[src/include/cpx_pkg.sv]
// shared constants and types for the coprocessor multi-operand and status transfer link
package cpx_pkg;

  // ----------------------------------------------------------------------
  // primitive word fields
  // ----------------------------------------------------------------------
  localparam int          CA_BIT      = 15;
  localparam int          PC_BIT      = 14;
  localparam int          DR_BIT      = 13;
  localparam int          SP_BIT      = 0;
  localparam int          PAT_HI      = 12;
  localparam int          PAT_LO      = 8;
  localparam logic [4:0]  MULTI_PAT   = 5'h01;
  localparam logic [4:0]  STAT_PAT    = 5'h02;

  // ----------------------------------------------------------------------
  // status word fields and fixed values
  // ----------------------------------------------------------------------
  localparam int          TRACE_HI    = 15;
  localparam int          TRACE_LO    = 14;
  localparam logic [1:0]  TRACE_FLOW  = 2'h1;
  localparam int          SUPER_BIT   = 13;
  localparam logic [31:0] ABORT_MASK  = 32'h0000_0002;
  localparam logic [2:0]  SIZE_LONG   = 3'h4;
  localparam logic [2:0]  SIZE_WORD   = 3'h2;
  localparam logic [31:0] RST_WORD    = 32'h0000_0000;

  // ----------------------------------------------------------------------
  // interface register select codes
  // ----------------------------------------------------------------------
  typedef enum logic [2:0] {
    CIR_RESP  = 3'h0,
    CIR_CTRL  = 3'h1,
    CIR_SEL   = 3'h2,
    CIR_OPND  = 3'h3,
    CIR_IADDR = 3'h4
  } cpx_cir_e;

  // ----------------------------------------------------------------------
  // main processor end sequencer states, gray along the usual path
  // ----------------------------------------------------------------------
  typedef enum logic [3:0] {
    ST_IDLE  = 4'h0,
    ST_RESP  = 4'h1,
    ST_DEC   = 4'h3,
    ST_EA    = 4'h2,
    ST_MASK  = 4'h6,
    ST_OPST  = 4'h7,
    ST_PART  = 4'h5,
    ST_PCAP  = 4'h4,
    ST_MWAIT = 4'hC,
    ST_FIN   = 4'hD,
    ST_ABORT = 4'hF,
    ST_SRA   = 4'hE,
    ST_SRB   = 4'hA,
    ST_SRC   = 4'hB,
    ST_FILL  = 4'h9
  } cpx_state_e;

endpackage : cpx_pkg

[src/include/cpx_cir_if.sv]
// interface register link between main processor end and coprocessor end
`timescale 1ns/1ps
interface cpx_cir_if;
  logic [2:0]  cir_sel;
  logic        cir_rd;
  logic        cir_wr;
  logic [31:0] cir_wdata;
  logic [31:0] cir_rdata;
  logic        cp_complete;

  modport main (output cir_sel, output cir_rd, output cir_wr, output cir_wdata,
                input cir_rdata, input cp_complete);
  modport copro (input cir_sel, input cir_rd, input cir_wr, input cir_wdata,
                 output cir_rdata, output cp_complete);
endinterface : cpx_cir_if

[src/logic/cpx_main_end.sv]
// main processor end: runs multi-operand and status transfer primitives
// Summary of operation
// RQ1: primitive carries flags, pattern 00001, length
// RQ2: move zero to sixteen operands
// RQ3: conditional category gives protocol violation
// RQ4: odd operand length gives protocol violation
// RQ5: compute address, scan pointer plus two each
// RQ6: direction selects the accepted addressing modes
// RQ7: bad mode writes abort, then F-line exception
// RQ8: operand count is ones in mask
// RQ9: direction sets operand flow, longs preferred
// RQ10: ascending addresses, postincrement adds total bytes
// RQ11: predecrement before each operand, bytes ascending
// RQ12: select flag adds scan pointer to status
// RQ13: status word written or loaded via operand
// RQ14: scan pointer first out, status first in
// RQ15: inbound status flushes prefetch, refetch at pointer
// RQ16: flow trace mode gives trace at completion
// RQ17: loaded trace bits act from next instruction
`timescale 1ns/1ps
module cpx_main_end (
  input  wire logic        core_clk,
  input  wire logic        rst,
  cpx_cir_if.main          cir,
  input  wire logic        instr_start,
  input  wire logic        prim_go,
  input  wire logic        cond_cat,
  input  wire logic [15:0] status_in,
  input  wire logic [31:0] scan_in,
  input  wire logic        ea_ctrl,
  input  wire logic        ea_alter,
  input  wire logic        ea_postinc,
  input  wire logic        ea_predec,
  input  wire logic [2:0]  ea_ext_words,
  input  wire logic [31:0] ea_addr,
  input  wire logic [31:0] mem_rdata,
  input  wire logic        mem_ack,
  output logic             busy,
  output logic             done,
  output logic             come_again,
  output logic             proto_viol,
  output logic             fline_exc,
  output logic             unhandled,
  output logic             trace_exc,
  output logic [15:0]      status_out,
  output logic             status_load,
  output logic [31:0]      scan_out,
  output logic [31:0]      an_out,
  output logic             an_load,
  output logic             flush,
  output logic [31:0]      fetch_addr,
  output logic             fetch_super,
  output logic             mem_req,
  output logic             mem_we,
  output logic [31:0]      mem_addr,
  output logic [2:0]       mem_size,
  output logic [31:0]      mem_wdata
);

  // counts ones anywhere in the mask
  function automatic logic [4:0] ones16(input logic [15:0] m);
    logic [4:0] n;
    n = 5'h00;
    for (int i = 0; i < 16; i++) begin
      n = n + {4'h0, m[i]};
    end
    return n;
  endfunction : ones16

  cpx_pkg::cpx_state_e state_q;
  logic [15:0] prim_q;
  logic        cond_q;
  logic        ctrl_q, alter_q, post_q, pre_q;
  logic [2:0]  ext_q;
  logic [4:0]  cnt_q;
  logic [31:0] an_q, base_q, data_q, scan_q, fetch_q;
  logic [15:0] stat_q;
  logic [7:0]  off_q;
  logic        arm_q, pend_q, super_q;
  logic        done_q, ca_q, pv_q, fl_q, un_q, tr_q, sl_q, al_q, fsh_q;
  logic [2:0]  sel_q;
  logic        rd_q, wr_q;
  logic [31:0] wd_q;
  logic        mreq_q, mwe_q;
  logic [31:0] maddr_q;
  logic [2:0]  msize_q;

  // ----------------------------------------------------------------------
  // primitive decode and transfer geometry
  // ----------------------------------------------------------------------
  // RQ1: flags in 15..13, pattern 12..8, length 7..0
  wire        dr        = prim_q[cpx_pkg::DR_BIT];
  wire        sp        = prim_q[cpx_pkg::SP_BIT];
  wire [7:0]  len       = prim_q[7:0];
  wire        is_multi  = prim_q[cpx_pkg::PAT_HI:cpx_pkg::PAT_LO] == cpx_pkg::MULTI_PAT;
  wire        is_stat   = prim_q[cpx_pkg::PAT_HI:cpx_pkg::PAT_LO] == cpx_pkg::STAT_PAT;
  // RQ6: inbound needs control or postinc, outbound control alterable or predec
  wire        ea_ok     = dr ? ((ctrl_q && alter_q) || pre_q) : (ctrl_q || post_q);
  // RQ9: long parts while four bytes remain, a word for the even tail
  wire [7:0]  remain    = len - off_q;
  wire [2:0]  psz       = (remain >= 8'h04) ? cpx_pkg::SIZE_LONG : cpx_pkg::SIZE_WORD;
  wire [7:0]  off_nx    = off_q + {5'h00, psz};
  wire        last_part = off_nx == len;
  wire [31:0] part_addr = base_q + {24'h000000, off_q};
  wire [31:0] op_end    = base_q + {24'h000000, len};
  wire [31:0] pre_base  = an_q - {24'h000000, len};
  wire [4:0]  mask_cnt  = ones16(cir.cir_rdata[15:0]);
  wire [31:0] scan_adv  = scan_q + {28'h0000000, ext_q, 1'b0};

  // ----------------------------------------------------------------------
  // sequencer
  // ----------------------------------------------------------------------
  always_ff @(posedge core_clk) begin
    if (rst) begin
      state_q <= cpx_pkg::ST_IDLE;
      prim_q  <= 16'h0000;
      cond_q  <= 1'b0;
      ctrl_q  <= 1'b0;
      alter_q <= 1'b0;
      post_q  <= 1'b0;
      pre_q   <= 1'b0;
      ext_q   <= 3'h0;
      cnt_q   <= 5'h00;
      an_q    <= cpx_pkg::RST_WORD;
      base_q  <= cpx_pkg::RST_WORD;
      data_q  <= cpx_pkg::RST_WORD;
      scan_q  <= cpx_pkg::RST_WORD;
      fetch_q <= cpx_pkg::RST_WORD;
      stat_q  <= 16'h0000;
      off_q   <= 8'h00;
      arm_q   <= 1'b0;
      pend_q  <= 1'b0;
      super_q <= 1'b0;
      done_q  <= 1'b0;
      ca_q    <= 1'b0;
      pv_q    <= 1'b0;
      fl_q    <= 1'b0;
      un_q    <= 1'b0;
      tr_q    <= 1'b0;
      sl_q    <= 1'b0;
      al_q    <= 1'b0;
      fsh_q   <= 1'b0;
      sel_q   <= cpx_pkg::CIR_RESP;
      rd_q    <= 1'b0;
      wr_q    <= 1'b0;
      wd_q    <= cpx_pkg::RST_WORD;
      mreq_q  <= 1'b0;
      mwe_q   <= 1'b0;
      maddr_q <= cpx_pkg::RST_WORD;
      msize_q <= cpx_pkg::SIZE_LONG;
    end else begin
      // one-cycle strobes fall back unless set below
      done_q <= 1'b0;
      pv_q   <= 1'b0;
      fl_q   <= 1'b0;
      un_q   <= 1'b0;
      sl_q   <= 1'b0;
      al_q   <= 1'b0;
      fsh_q  <= 1'b0;
      rd_q   <= 1'b0;
      wr_q   <= 1'b0;
      mreq_q <= 1'b0;
      // RQ16: trace fires when coprocessor reports completion
      tr_q   <= pend_q && cir.cp_complete;
      if (pend_q && cir.cp_complete) begin
        pend_q <= 1'b0;
      end
      // RQ17: trace arming sampled at instruction start only
      if (instr_start) begin
        arm_q  <= status_in[cpx_pkg::TRACE_HI:cpx_pkg::TRACE_LO] == cpx_pkg::TRACE_FLOW;
        pend_q <= 1'b0;
      end
      case (state_q)
        cpx_pkg::ST_IDLE: begin
          if (prim_go) begin
            scan_q  <= scan_in;
            stat_q  <= status_in;
            an_q    <= ea_addr;
            cond_q  <= cond_cat;
            ctrl_q  <= ea_ctrl;
            alter_q <= ea_alter;
            post_q  <= ea_postinc;
            pre_q   <= ea_predec;
            ext_q   <= ea_ext_words;
            sel_q   <= cpx_pkg::CIR_RESP;
            rd_q    <= 1'b1;
            state_q <= cpx_pkg::ST_RESP;
          end
        end
        cpx_pkg::ST_RESP: begin
          prim_q  <= cir.cir_rdata[15:0];
          state_q <= cpx_pkg::ST_DEC;
        end
        cpx_pkg::ST_DEC: begin
          ca_q <= prim_q[cpx_pkg::CA_BIT];
          if (!(is_multi || is_stat)) begin
            un_q    <= 1'b1;
            state_q <= cpx_pkg::ST_IDLE;
          // RQ3: general category only
          end else if (cond_q) begin
            pv_q    <= 1'b1;
            state_q <= cpx_pkg::ST_IDLE;
          // RQ4: odd operand length refused
          end else if (is_multi && len[0]) begin
            pv_q    <= 1'b1;
            state_q <= cpx_pkg::ST_IDLE;
          end else begin
            state_q <= is_stat ? cpx_pkg::ST_SRA : cpx_pkg::ST_EA;
          end
        end
        cpx_pkg::ST_EA: begin
          if (!ea_ok) begin
            // RQ7: abort mask before the F-line exception
            sel_q   <= cpx_pkg::CIR_CTRL;
            wd_q    <= cpx_pkg::ABORT_MASK;
            wr_q    <= 1'b1;
            state_q <= cpx_pkg::ST_ABORT;
          end else begin
            // RQ5: two bytes per extension word, then read mask
            scan_q  <= scan_adv;
            sel_q   <= cpx_pkg::CIR_SEL;
            rd_q    <= 1'b1;
            state_q <= cpx_pkg::ST_MASK;
          end
        end
        cpx_pkg::ST_ABORT: begin
          fl_q    <= 1'b1;
          state_q <= cpx_pkg::ST_IDLE;
        end
        cpx_pkg::ST_MASK: begin
          // RQ8: count of ones, positions ignored
          cnt_q   <= mask_cnt;
          off_q   <= 8'h00;
          // RQ2: zero operands or zero length finish at once
          state_q <= (mask_cnt == 5'h00 || len == 8'h00) ? cpx_pkg::ST_FIN : cpx_pkg::ST_OPST;
        end
        cpx_pkg::ST_OPST: begin
          // RQ11: register drops one operand before each operand
          if (pre_q) begin
            base_q <= pre_base;
            an_q   <= pre_base;
          end else begin
            base_q <= an_q;
          end
          state_q <= cpx_pkg::ST_PART;
        end
        cpx_pkg::ST_PART: begin
          // RQ9: outbound reads operand register first, inbound reads memory
          if (dr) begin
            sel_q   <= cpx_pkg::CIR_OPND;
            rd_q    <= 1'b1;
            state_q <= cpx_pkg::ST_PCAP;
          end else begin
            mreq_q  <= 1'b1;
            mwe_q   <= 1'b0;
            maddr_q <= part_addr;
            msize_q <= psz;
            state_q <= cpx_pkg::ST_MWAIT;
          end
        end
        cpx_pkg::ST_PCAP: begin
          data_q  <= cir.cir_rdata;
          mreq_q  <= 1'b1;
          mwe_q   <= 1'b1;
          maddr_q <= part_addr;
          msize_q <= psz;
          state_q <= cpx_pkg::ST_MWAIT;
        end
        cpx_pkg::ST_MWAIT: begin
          if (mem_ack) begin
            if (!dr) begin
              data_q <= mem_rdata;
              sel_q  <= cpx_pkg::CIR_OPND;
              wd_q   <= mem_rdata;
              wr_q   <= 1'b1;
            end
            if (last_part) begin
              // RQ10: ascending modes step past the whole operand
              if (!pre_q) begin
                an_q <= op_end;
              end
              off_q   <= 8'h00;
              cnt_q   <= cnt_q - 5'h01;
              state_q <= (cnt_q == 5'h01) ? cpx_pkg::ST_FIN : cpx_pkg::ST_OPST;
            end else begin
              off_q   <= off_nx;
              state_q <= cpx_pkg::ST_PART;
            end
          end
        end
        cpx_pkg::ST_SRA: begin
          // RQ12: select flag adds the scan pointer leg
          if (dr) begin
            sel_q   <= cpx_pkg::CIR_OPND;
            rd_q    <= 1'b1;
            state_q <= cpx_pkg::ST_SRB;
          end else if (sp) begin
            // RQ14: scan pointer out ahead of status
            sel_q   <= cpx_pkg::CIR_IADDR;
            wd_q    <= scan_q;
            wr_q    <= 1'b1;
            state_q <= cpx_pkg::ST_SRB;
          end else begin
            // RQ13: status word alone to operand register
            sel_q   <= cpx_pkg::CIR_OPND;
            wd_q    <= {16'h0000, stat_q};
            wr_q    <= 1'b1;
            state_q <= cpx_pkg::ST_FIN;
          end
        end
        cpx_pkg::ST_SRB: begin
          if (dr) begin
            // RQ13: status loaded from operand register
            stat_q <= cir.cir_rdata[15:0];
            sl_q   <= 1'b1;
            if (sp) begin
              // RQ14: scan pointer read after status
              sel_q   <= cpx_pkg::CIR_IADDR;
              rd_q    <= 1'b1;
              state_q <= cpx_pkg::ST_SRC;
            end else begin
              state_q <= cpx_pkg::ST_FILL;
            end
          end else begin
            sel_q   <= cpx_pkg::CIR_OPND;
            wd_q    <= {16'h0000, stat_q};
            wr_q    <= 1'b1;
            state_q <= cpx_pkg::ST_FIN;
          end
        end
        cpx_pkg::ST_SRC: begin
          scan_q  <= cir.cir_rdata;
          state_q <= cpx_pkg::ST_FILL;
        end
        cpx_pkg::ST_FILL: begin
          // RQ15: drop prefetch, refill at pointer in status space
          fsh_q   <= 1'b1;
          fetch_q <= scan_q;
          super_q <= stat_q[cpx_pkg::SUPER_BIT];
          // RQ16: arm only if flow tracing held at start
          if (arm_q) begin
            pend_q <= 1'b1;
          end
          state_q <= cpx_pkg::ST_FIN;
        end
        cpx_pkg::ST_FIN: begin
          done_q  <= 1'b1;
          al_q    <= is_multi && (post_q || pre_q);
          state_q <= cpx_pkg::ST_IDLE;
        end
        default: begin
          state_q <= cpx_pkg::ST_IDLE;
        end
      endcase
      // rdata stands a cycle after the strobe
      if (rd_q) begin
        state_q <= state_q;
        rd_q    <= 1'b0;
        mreq_q  <= 1'b0;
        sl_q    <= 1'b0;
      end
    end
  end

  // ----------------------------------------------------------------------
  // outputs straight from flops, busy decoded from the state
  // ----------------------------------------------------------------------
  assign cir.cir_sel   = sel_q;
  assign cir.cir_rd    = rd_q;
  assign cir.cir_wr    = wr_q;
  assign cir.cir_wdata = wd_q;
  assign busy          = state_q != cpx_pkg::ST_IDLE;
  assign done          = done_q;
  assign come_again    = ca_q;
  assign proto_viol    = pv_q;
  assign fline_exc     = fl_q;
  assign unhandled     = un_q;
  assign trace_exc     = tr_q;
  assign status_out    = stat_q;
  assign status_load   = sl_q;
  assign scan_out      = scan_q;
  assign an_out        = an_q;
  assign an_load       = al_q;
  assign flush         = fsh_q;
  assign fetch_addr    = fetch_q;
  assign fetch_super   = super_q;
  assign mem_req       = mreq_q;
  assign mem_we        = mwe_q;
  assign mem_addr      = maddr_q;
  assign mem_size      = msize_q;
  assign mem_wdata     = data_q;

endmodule : cpx_main_end

[src/flat_wrapper.sv]
// flat-port wrapper written by rule: the top's interface ports become plain ports
module cpx_main_end_flat 
  (core_clk, rst, instr_start, prim_go, cond_cat, status_in, scan_in, ea_ctrl, ea_alter, ea_postinc, ea_predec, ea_ext_words, ea_addr, mem_rdata, mem_ack, busy, done, come_again, proto_viol, fline_exc, unhandled, trace_exc, status_out, status_load, scan_out, an_out, an_load, flush, fetch_addr, fetch_super, mem_req, mem_we, mem_addr, mem_size, mem_wdata, cir_cir_sel, cir_cir_rd, cir_cir_wr, cir_cir_wdata, cir_cir_rdata, cir_cp_complete);
  cpx_cir_if cir_i ();
  input  wire logic core_clk;
  input  wire logic rst;
  input  wire logic instr_start;
  input  wire logic prim_go;
  input  wire logic cond_cat;
  input  wire logic [15:0] status_in;
  input  wire logic [31:0] scan_in;
  input  wire logic ea_ctrl;
  input  wire logic ea_alter;
  input  wire logic ea_postinc;
  input  wire logic ea_predec;
  input  wire logic [2:0] ea_ext_words;
  input  wire logic [31:0] ea_addr;
  input  wire logic [31:0] mem_rdata;
  input  wire logic mem_ack;
  output logic busy;
  output logic done;
  output logic come_again;
  output logic proto_viol;
  output logic fline_exc;
  output logic unhandled;
  output logic trace_exc;
  output logic [15:0] status_out;
  output logic status_load;
  output logic [31:0] scan_out;
  output logic [31:0] an_out;
  output logic an_load;
  output logic flush;
  output logic [31:0] fetch_addr;
  output logic fetch_super;
  output logic mem_req;
  output logic mem_we;
  output logic [31:0] mem_addr;
  output logic [2:0] mem_size;
  output logic [31:0] mem_wdata;
  output wire logic [$bits(cir_i.cir_sel)-1:0] cir_cir_sel;
  output wire logic [$bits(cir_i.cir_rd)-1:0] cir_cir_rd;
  output wire logic [$bits(cir_i.cir_wr)-1:0] cir_cir_wr;
  output wire logic [$bits(cir_i.cir_wdata)-1:0] cir_cir_wdata;
  input wire logic [$bits(cir_i.cir_rdata)-1:0] cir_cir_rdata;
  input wire logic [$bits(cir_i.cp_complete)-1:0] cir_cp_complete;
  assign cir_cir_sel = cir_i.cir_sel;
  assign cir_cir_rd = cir_i.cir_rd;
  assign cir_cir_wr = cir_i.cir_wr;
  assign cir_cir_wdata = cir_i.cir_wdata;
  assign cir_i.cir_rdata = cir_cir_rdata;
  assign cir_i.cp_complete = cir_cp_complete;
  cpx_main_end u_core (.core_clk(core_clk), .rst(rst), .cir(cir_i), .instr_start(instr_start), .prim_go(prim_go), .cond_cat(cond_cat), .status_in(status_in), .scan_in(scan_in), .ea_ctrl(ea_ctrl), .ea_alter(ea_alter), .ea_postinc(ea_postinc), .ea_predec(ea_predec), .ea_ext_words(ea_ext_words), .ea_addr(ea_addr), .mem_rdata(mem_rdata), .mem_ack(mem_ack), .busy(busy), .done(done), .come_again(come_again), .proto_viol(proto_viol), .fline_exc(fline_exc), .unhandled(unhandled), .trace_exc(trace_exc), .status_out(status_out), .status_load(status_load), .scan_out(scan_out), .an_out(an_out), .an_load(an_load), .flush(flush), .fetch_addr(fetch_addr), .fetch_super(fetch_super), .mem_req(mem_req), .mem_we(mem_we), .mem_addr(mem_addr), .mem_size(mem_size), .mem_wdata(mem_wdata));
endmodule
[config.mk]
export PLATFORM = sky130hd
export DESIGN_NAME = cpx_main_end_flat
export DESIGN_NICKNAME = d
export VERILOG_FILES = /design/src/include/cpx_pkg.sv /design/src/include/cpx_cir_if.sv /design/src/logic/cpx_main_end.sv /design/src/flat_wrapper.sv
export SDC_FILE = /design/constraint.sdc
export NUM_CORES = 1
export LEC_CHECK = 0
export BUFFER_PORTS_ARGS = -buffer_cell sky130_fd_sc_hd__buf_2
export CAP_MARGIN = 20
export CORE_ASPECT_RATIO = 0.75
export CORE_UTILIZATION = 53
export DETAILED_ROUTE_END_ITERATION = 16
export GPL_TIMING_DRIVEN = 1
export HOLD_SLACK_MARGIN = 0.02
export PLACE_DENSITY = 0.9
export SETUP_SLACK_MARGIN = 0.02
export SYNTH_ARGS = -nofsm -noshare
export SYNTH_HDL_FRONTEND = slang
export SYNTH_SLANG_ARGS = --single-unit
[constraint.sdc]
create_clock -name core_clk -period 8.55 [get_ports core_clk]
set_input_delay 0.855 -clock core_clk [delete_from_list [all_inputs] [get_ports core_clk]]
set_output_delay 0.855 -clock core_clk [all_outputs]
set_load 0.01 [all_outputs]
# Word-level counts from Yosys, hierarchy flattened

Cells that the tools add are included.
W data, S select, Z words.

Flip-flop bits (word level): 303

Add/sub/neg operators: 22
$lt $le $gt $ge: 1
Eq/ne operators: 32
Mux-type cells: 81
Bitwise logic cells: 5
Reduce and logical (&&, ||, !) cells: 39

Operator list:

| kind                 | count |
|---|---|
| $mux W32             | 14 |
| $pmux W32 S3         | 2 |
| $pmux W32 S2         | 2 |
| $pmux W32 S4         | 1 |
| $add A5 B1 Y5        | 14 |
| $add A32 B8 Y32      | 2 |
| $pmux W4 S13         | 1 |
| $mux W4              | 12 |
| $mux W3              | 12 |
| $add A32 B4 Y32      | 1 |
| $mux W16             | 2 |
| $pmux W16 S2         | 1 |
| $sub A32 B8 Y32      | 1 |
| $eq A4 B4 Y1 const B | 7 |
| $mux W1              | 20 |
| $pmux W3 S6          | 1 |
| $eq A4 B3 Y1 const B | 4 |
| $mux W8              | 2 |
| $ne A2 B2 Y1 const B | 8 |
| $pmux W8 S2          | 1 |
| $reduce_and A3 Y1    | 5 |
| $reduce_and A6 Y1    | 2 |
| $eq A5 B1 Y1 const B | 2 |
| $mux W5              | 2 |
| other kinds (32)     | 61 |

# Logic depth before layout (Yosys ltp)

Depth in word-level cells: 19
Depth in mapped cells: 19
Mapped depth without buffers: 18

# Worst setup path before layout

OpenSTA, ideal clock, no wires.

Path type: input to register
Start: input port cir_cir_rdata[0]
End: register u_core.state_q[1]
Setup time: 0.128 ns
Arrival time: 5.139 ns
Data required time: 8.422 ns
Setup slack: 3.283 ns
Cell stages on the path: 18
Cell sequence: ha_1 > inv_1 > fa_1 > inv_1 > fa_1 > fa_1 > inv_1 > fa_1 > inv_1 > fa_1 > fa_1 > or2_2 > a21oi_1 > nor2_1 > o41ai_1 > a21oi_1 > a311oi_1 > a211oi_1

Cells in the longest elaborated chain, start to end: 19

RTL lines:

| what                        | line                | RTL |
|---|---|---|
| from (decl)                 | flat_wrapper.sv:44  | `input wire logic [$bits(cir_i.cir_rdata)-1:0] cir_cir_rdata;` |
| $add A1 B1 Y2               | cpx_main_end.sv:65  | `n = n + {4'h0, m[i]};` |
| $add A5 B1 Y5 (14 in a row) | cpx_main_end.sv:65  |  |
| $logic_not A5 Y1            | cpx_main_end.sv:235 | `state_q <= (mask_cnt == 5'h00 \|\| len == 8'h00) ? cpx_pkg::ST_FIN : cpx_pkg::ST_OPST;` |
| $logic_or A1 B1 Y1          | cpx_main_end.sv:235 |  |
| $mux W4                     | cpx_main_end.sv:235 |  |
| $pmux W4 S13                | cpx_main_end.sv:173 | `case (state_q)` |
| to (signal assigned)        | cpx_main_end.sv:187 | `state_q <= cpx_pkg::ST_RESP;` |
| to (signal assigned)        | cpx_main_end.sv:235 |  |
| to (signal assigned)        | cpx_main_end.sv:245 | `state_q <= cpx_pkg::ST_PART;` |
| to (decl)                   | cpx_main_end.sv:70  | `cpx_pkg::cpx_state_e state_q;` |

No other way between the ends.
A chain may end at the register's enable or synchronous reset.

# Final worst setup path

Start: register u_core.off_q[6]
End: register u_core.an_q[27], in the netlist u_core.an_out[27]

Cells in the longest elaborated chain, start to end: 7

RTL lines:

| what                               | line                | RTL |
|---|---|---|
| from (decl)                        | cpx_main_end.sv:78  | `logic [7:0] off_q;` |
| from (signal assigned)             | cpx_main_end.sv:286 | `off_q <= off_nx;` |
| $sub A8 B8 Y8                      | cpx_main_end.sv:100 | `wire [7:0] remain = len - off_q;` |
| $ge A8 B3 Y1                       | cpx_main_end.sv:101 | `wire [2:0] psz = (remain >= 8'h04) ? cpx_pkg::SIZE_LONG : cpx_pkg::SIZE_WORD;` |
| $mux W3                            | cpx_main_end.sv:101 |  |
| via u_core.psz[1]                  | cpx_main_end.sv:101 |  |
| $add A8 B3 Y8                      | cpx_main_end.sv:102 | `wire [7:0] off_nx = off_q + {5'h00, psz};` |
| $eq A8 B8 Y1                       | cpx_main_end.sv:103 | `wire last_part = off_nx == len;` |
| $ne A2 B1 Y1 (no source line)      | -                   |  |
| $reduce_and A5 Y1 (no source line) | -                   |  |
| to (signal assigned)               | cpx_main_end.sv:124 | `an_q <= cpx_pkg::RST_WORD;` |
| to (signal assigned)               | cpx_main_end.sv:178 | `an_q <= ea_addr;` |
| to (signal assigned)               | cpx_main_end.sv:241 | `an_q <= pre_base;` |
| to (decl)                          | cpx_main_end.sv:76  | `logic [31:0] an_q, base_q, data_q, scan_q, fetch_q;` |

The timed path passes the listed nets, and every way through them passes these cells.

==> out/results.md <==
| Quantity | Value |
| --- | --- |
| Max-cap violations | 0 |
| Die footprint | 0.0318 mm² |
| Commonest cells after routing, fill and taps aside | sky130_fd_sc_hd__buf_2 (385), sky130_fd_sc_hd__nand2_1 (354), sky130_fd_sc_hd__dfxtp_1 (300) |
| Post-CTS Setup Bufs | 0 |
| Crit-path leading delay family | compound AO/OA/AOI/OAI gates |
| CP Data Arrival Time | 5.93 ns |
| Number of global-route vias before repair | 16900 |
| Required time at the endpoint of the critical path | 9.02 ns |
| Setup TNS | 0 ns |
| Worst max-slew margin expressed relative to the limit | 21.3% |
| CTS Buffer Depth | 3 |
| Crit-path slowest cell | sky130_fd_sc_hd__o41ai_2 |
| Warning count from the yosys run | 0 |
| Final critical path time including I/O delays and setup | 5.46 ns |
| Number of port buffers | 385 |
| Avg Vias per Cell | 6.58 |
| Count of cells along the worst hold path | 2 |
| Post-synthesis sequential area ratio | 36.5% |
| Number of flops mapped to enable cells by yosys | 0 |
| TritonCTS clock tree | built |
| Number of nets with antenna violations after detailed routing | 0 |
| Clock transition time at the flip-flop clock pins of the worst setup and hold paths | 0.07 ns |
| Count of state elements after synthesis | 300 |
| Total routing resource utilization after global routing | 36.8% |
| Post-detail-place hpwl | 43.9 mm |
| Overflow left after global routing | 0 |
| Launching element type of the critical path | flip-flop |
| Number of vias in the routed layout | 18800 |
| Category of the critical setup timing path | reg2reg |
| Number of detailed-route iterations in the first pass | 6 |
| Number of gates resized after cts | 0 |
| Fill cell total of the finished layout | 2515 |
| Die X | 205 µm |
| Post-detailed-routing wire length | 61.8 mm |
| Cell Rows | 55 |
| Clock latency at the later pin of the worst-skew pair | 0.57 ns |
| Number of DRC markers in iteration 0 | 3115 |
| Syn_area_per_cell | 7.70 µm² |
| Predominant post-synthesis flop cell | sky130_fd_sc_hd__dfxtp_1 |
| Register-to-Register Path Depth | 16 |
| Power Density | 311 mW/mm² |
| Die extent in y | 155 µm |
| Async set or reset register ratio after synthesis | 0% |
| Worst vdd ir | 0.207 mV |
| Count of hold buffers inserted by post-cts repair | 0 |
| Final cycle utilization of the critical path | 63.8% |
| Number of standard cells after synthesis | 2135 |
| Setup Skew | 0.0120 ns |
| Delay of the slowest cell on the worst path | 0.83 ns |
| Starting density of the core | 54.2% |
| Number of antenna violations at the first check in global routing | 7 |
| Combined buffer and inverter count along the critical path | 2 |
| Critical path depth | 16 |
| Final-report max-slew violation count | 0 |
| Average wire length per cell after detail routing | 21.7 µm |
| Area share of the leading cell type in the synthesized netlist | 36.5% |
| Post-synthesis to final-layout area growth | 19.0% |
| Run status | finished clean |
| Net total in the final layout | 2637 |
| Actual transition at the worst max-transition pin | 1.18 ns |
| Met3 usage | 9.44% |
| Maximum fanout along the worst path | 25 |
| Clock root buffer | sky130_fd_sc_hd__clkbuf_16 |
| Number of remaining DRC errors | 0 |
| CP most frequent cell | sky130_fd_sc_hd__ha_1 |
| Largest net degree at the start of global routing | 88 |
| Final setup vio count | 0 |
| Area contributors post-synth | sky130_fd_sc_hd__dfxtp_1 (37%), sky130_fd_sc_hd__nand2_1 (8.1%), sky130_fd_sc_hd__a21oi_1 (6.1%) |
| Met2 global-route usage | 53.8% |
| TritonCTS Buffers | 30 |
| Most area-hungry cell type in the Yosys netlist | sky130_fd_sc_hd__dfxtp_1 |
| Critical path cell sequence | inv_1 > ha_1 > nor4_1 > a21oi_1 > a2111oi_0 > and3_1 > ha_1 > fa_1 > xor2_1 > nor3_1 > nand3_1 > o41ai_2 > and2_1 > buf_4 > o31ai_1 > a31oi_1 |
| H-Tree Level Count | 1 |
| Unrepaired setup endpoints after global routing | false |
| Area of the mapped netlist | 0.0164 mm² |
| Layout cells sized above 1 | 20.1% |
| Global-route wire length before repair | 92.9 mm |
| Fraction of met1 tracks used by global routing | 50.7% |
| Placer Congestion | 1.02 |
| Final hold vios | 0 |
| Commonest non-fill, non-tap cell in the layout | sky130_fd_sc_hd__buf_2 |
| Synthesized netlist net count | 2349 |
| Clock sinks | 300 |
| Number of distinct library cell variants in the gate-level netlist after synthesis | 77 |
| Final Core Density | 64.5% |
| GRT busiest layer | met2 |
| IO Pins | 387 |
| Max Clk Rate | 183 MHz |
| Kind of capture point of the worst setup path | flip-flop |
| Cell leakage power | 8.00 nW |
| Placeable Area | 0.0303 mm² |
| Path type of the worst min-delay path | reg2reg |
## path summary, 6_finish.rpt
path,to,startpoint,slack [ns]
min,u_core.mem_addr[0],u_core.mem_addr[0],0.45
max,u_core.an_out[27],u_core.off_q[6],3.09
min reg2reg,u_core.mem_addr[0],u_core.mem_addr[0],0.45
max reg2reg,u_core.an_out[27],u_core.off_q[6],3.09
## cells in the mapped netlist (all sizes together), types with 7 or more instances
cell     instances
or2              7
xnor2           50
nor2b           12
a311oi          37
clkbuf         145
nand2b          13
a22oi           44
o211ai          10
o21a             9
a21oi          199
nor3            53
xor2            45
or3             20
inv             52
nand3           38
and2             8
nand4           22
buf             14
ha              41
o21ai          125
o31ai           10
a21o            14
nor4            17
a221oi          14
dfxtp          300
a22o             7
or4             10
and3            16
a211oi          66
fa              15
mux2i           22
nor2           202
a31oi           54
nand2          354
a2111oi         10
## cells by family (layout without fill, tap and decap cells)
group                      after synthesis  in the layout  share of synthesized area, %
and+or+nand+nor                        792            792                          21.5
AOI/OAI and AO/OA                      656            656                          25.7
DFF                                    300            300                          36.5
buffers and inverters                  211            522                          4.88
xor gates and xnor gates                95             95                          5.06
adders and majority gates               56             56                          4.94
muxes                                   23             23                          1.41
other                                    2              9                        0.0457
## registers in the layout, indices dropped and copies added, names as in the netlist, 2 cells and up
register	flops
u_core.mem_wdata	32
u_core.state_q	4
u_core.base_q	32
u_core.mem_size	2
u_core.off_q	7
u_core.cir.cir_sel	3
u_core.fetch_addr	32
u_core.mem_addr	32
u_core.an_out	32
u_core.scan_out	32
u_core.status_out	16
u_core.prim_q	15
u_core.ext_q	3
u_core.cnt_q	5
u_core.cir.cir_wdata	32
## power by group
group,switching [mW],leakage (nW),internal [mW]
clock,0.588,0.470,0.739
combinational,1.70,5.09,0.961
sequential,0.392,2.44,1.71
## tightest hold or removal path: stages, from the launching register on
cell and delay [ns]:
sky130_fd_sc_hd__dfxtp_1 0.31, sky130_fd_sc_hd__nand2_1 0.05, sky130_fd_sc_hd__a21oi_1 0.05
## per-layer routing
layer	part of all wire, %	up-vias
met3	14	302
met5	0.028	-
met4	5.2	2
met1	39	8616
li1	-	8268
met2	42	1579
## stage by stage
step	setup WS, ns	cells	hold slack, ns	cell area [µm²]	total power, mW
2_1_floorplan	3.28	2135	0.436	16400	3.71
6_report	3.09	2852	0.453	19600	6.09
3_5_place_dp	2.70	2785	0.444	18500	4.63
3_3_place_gp	2.90	2785	0.441	18500	4.51
4_1_cts	3.20	2840	0.453	19500	5.95
5_1_grt	2.60	2851	0.468	19600	6.38
## final cells by class
| type | instances | area (µm²) | area share (%) |
|---|---|---|---|
| diodes | 7 | 17.5 | 0.0895 |
| multi-input cells | 1624 | 9710 | 49.6 |
| well taps | 399 | 499 | 2.55 |
| inverters | 52 | 195 | 0.997 |
| clock inverters | 11 | 95.1 | 0.486 |
| flip-flops and latches | 300 | 6010 | 30.7 |
| clock buffers | 44 | 875 | 4.47 |
| repair buffers | 415 | 2180 | 11.1 |
(Power assumes the default switching activity.)
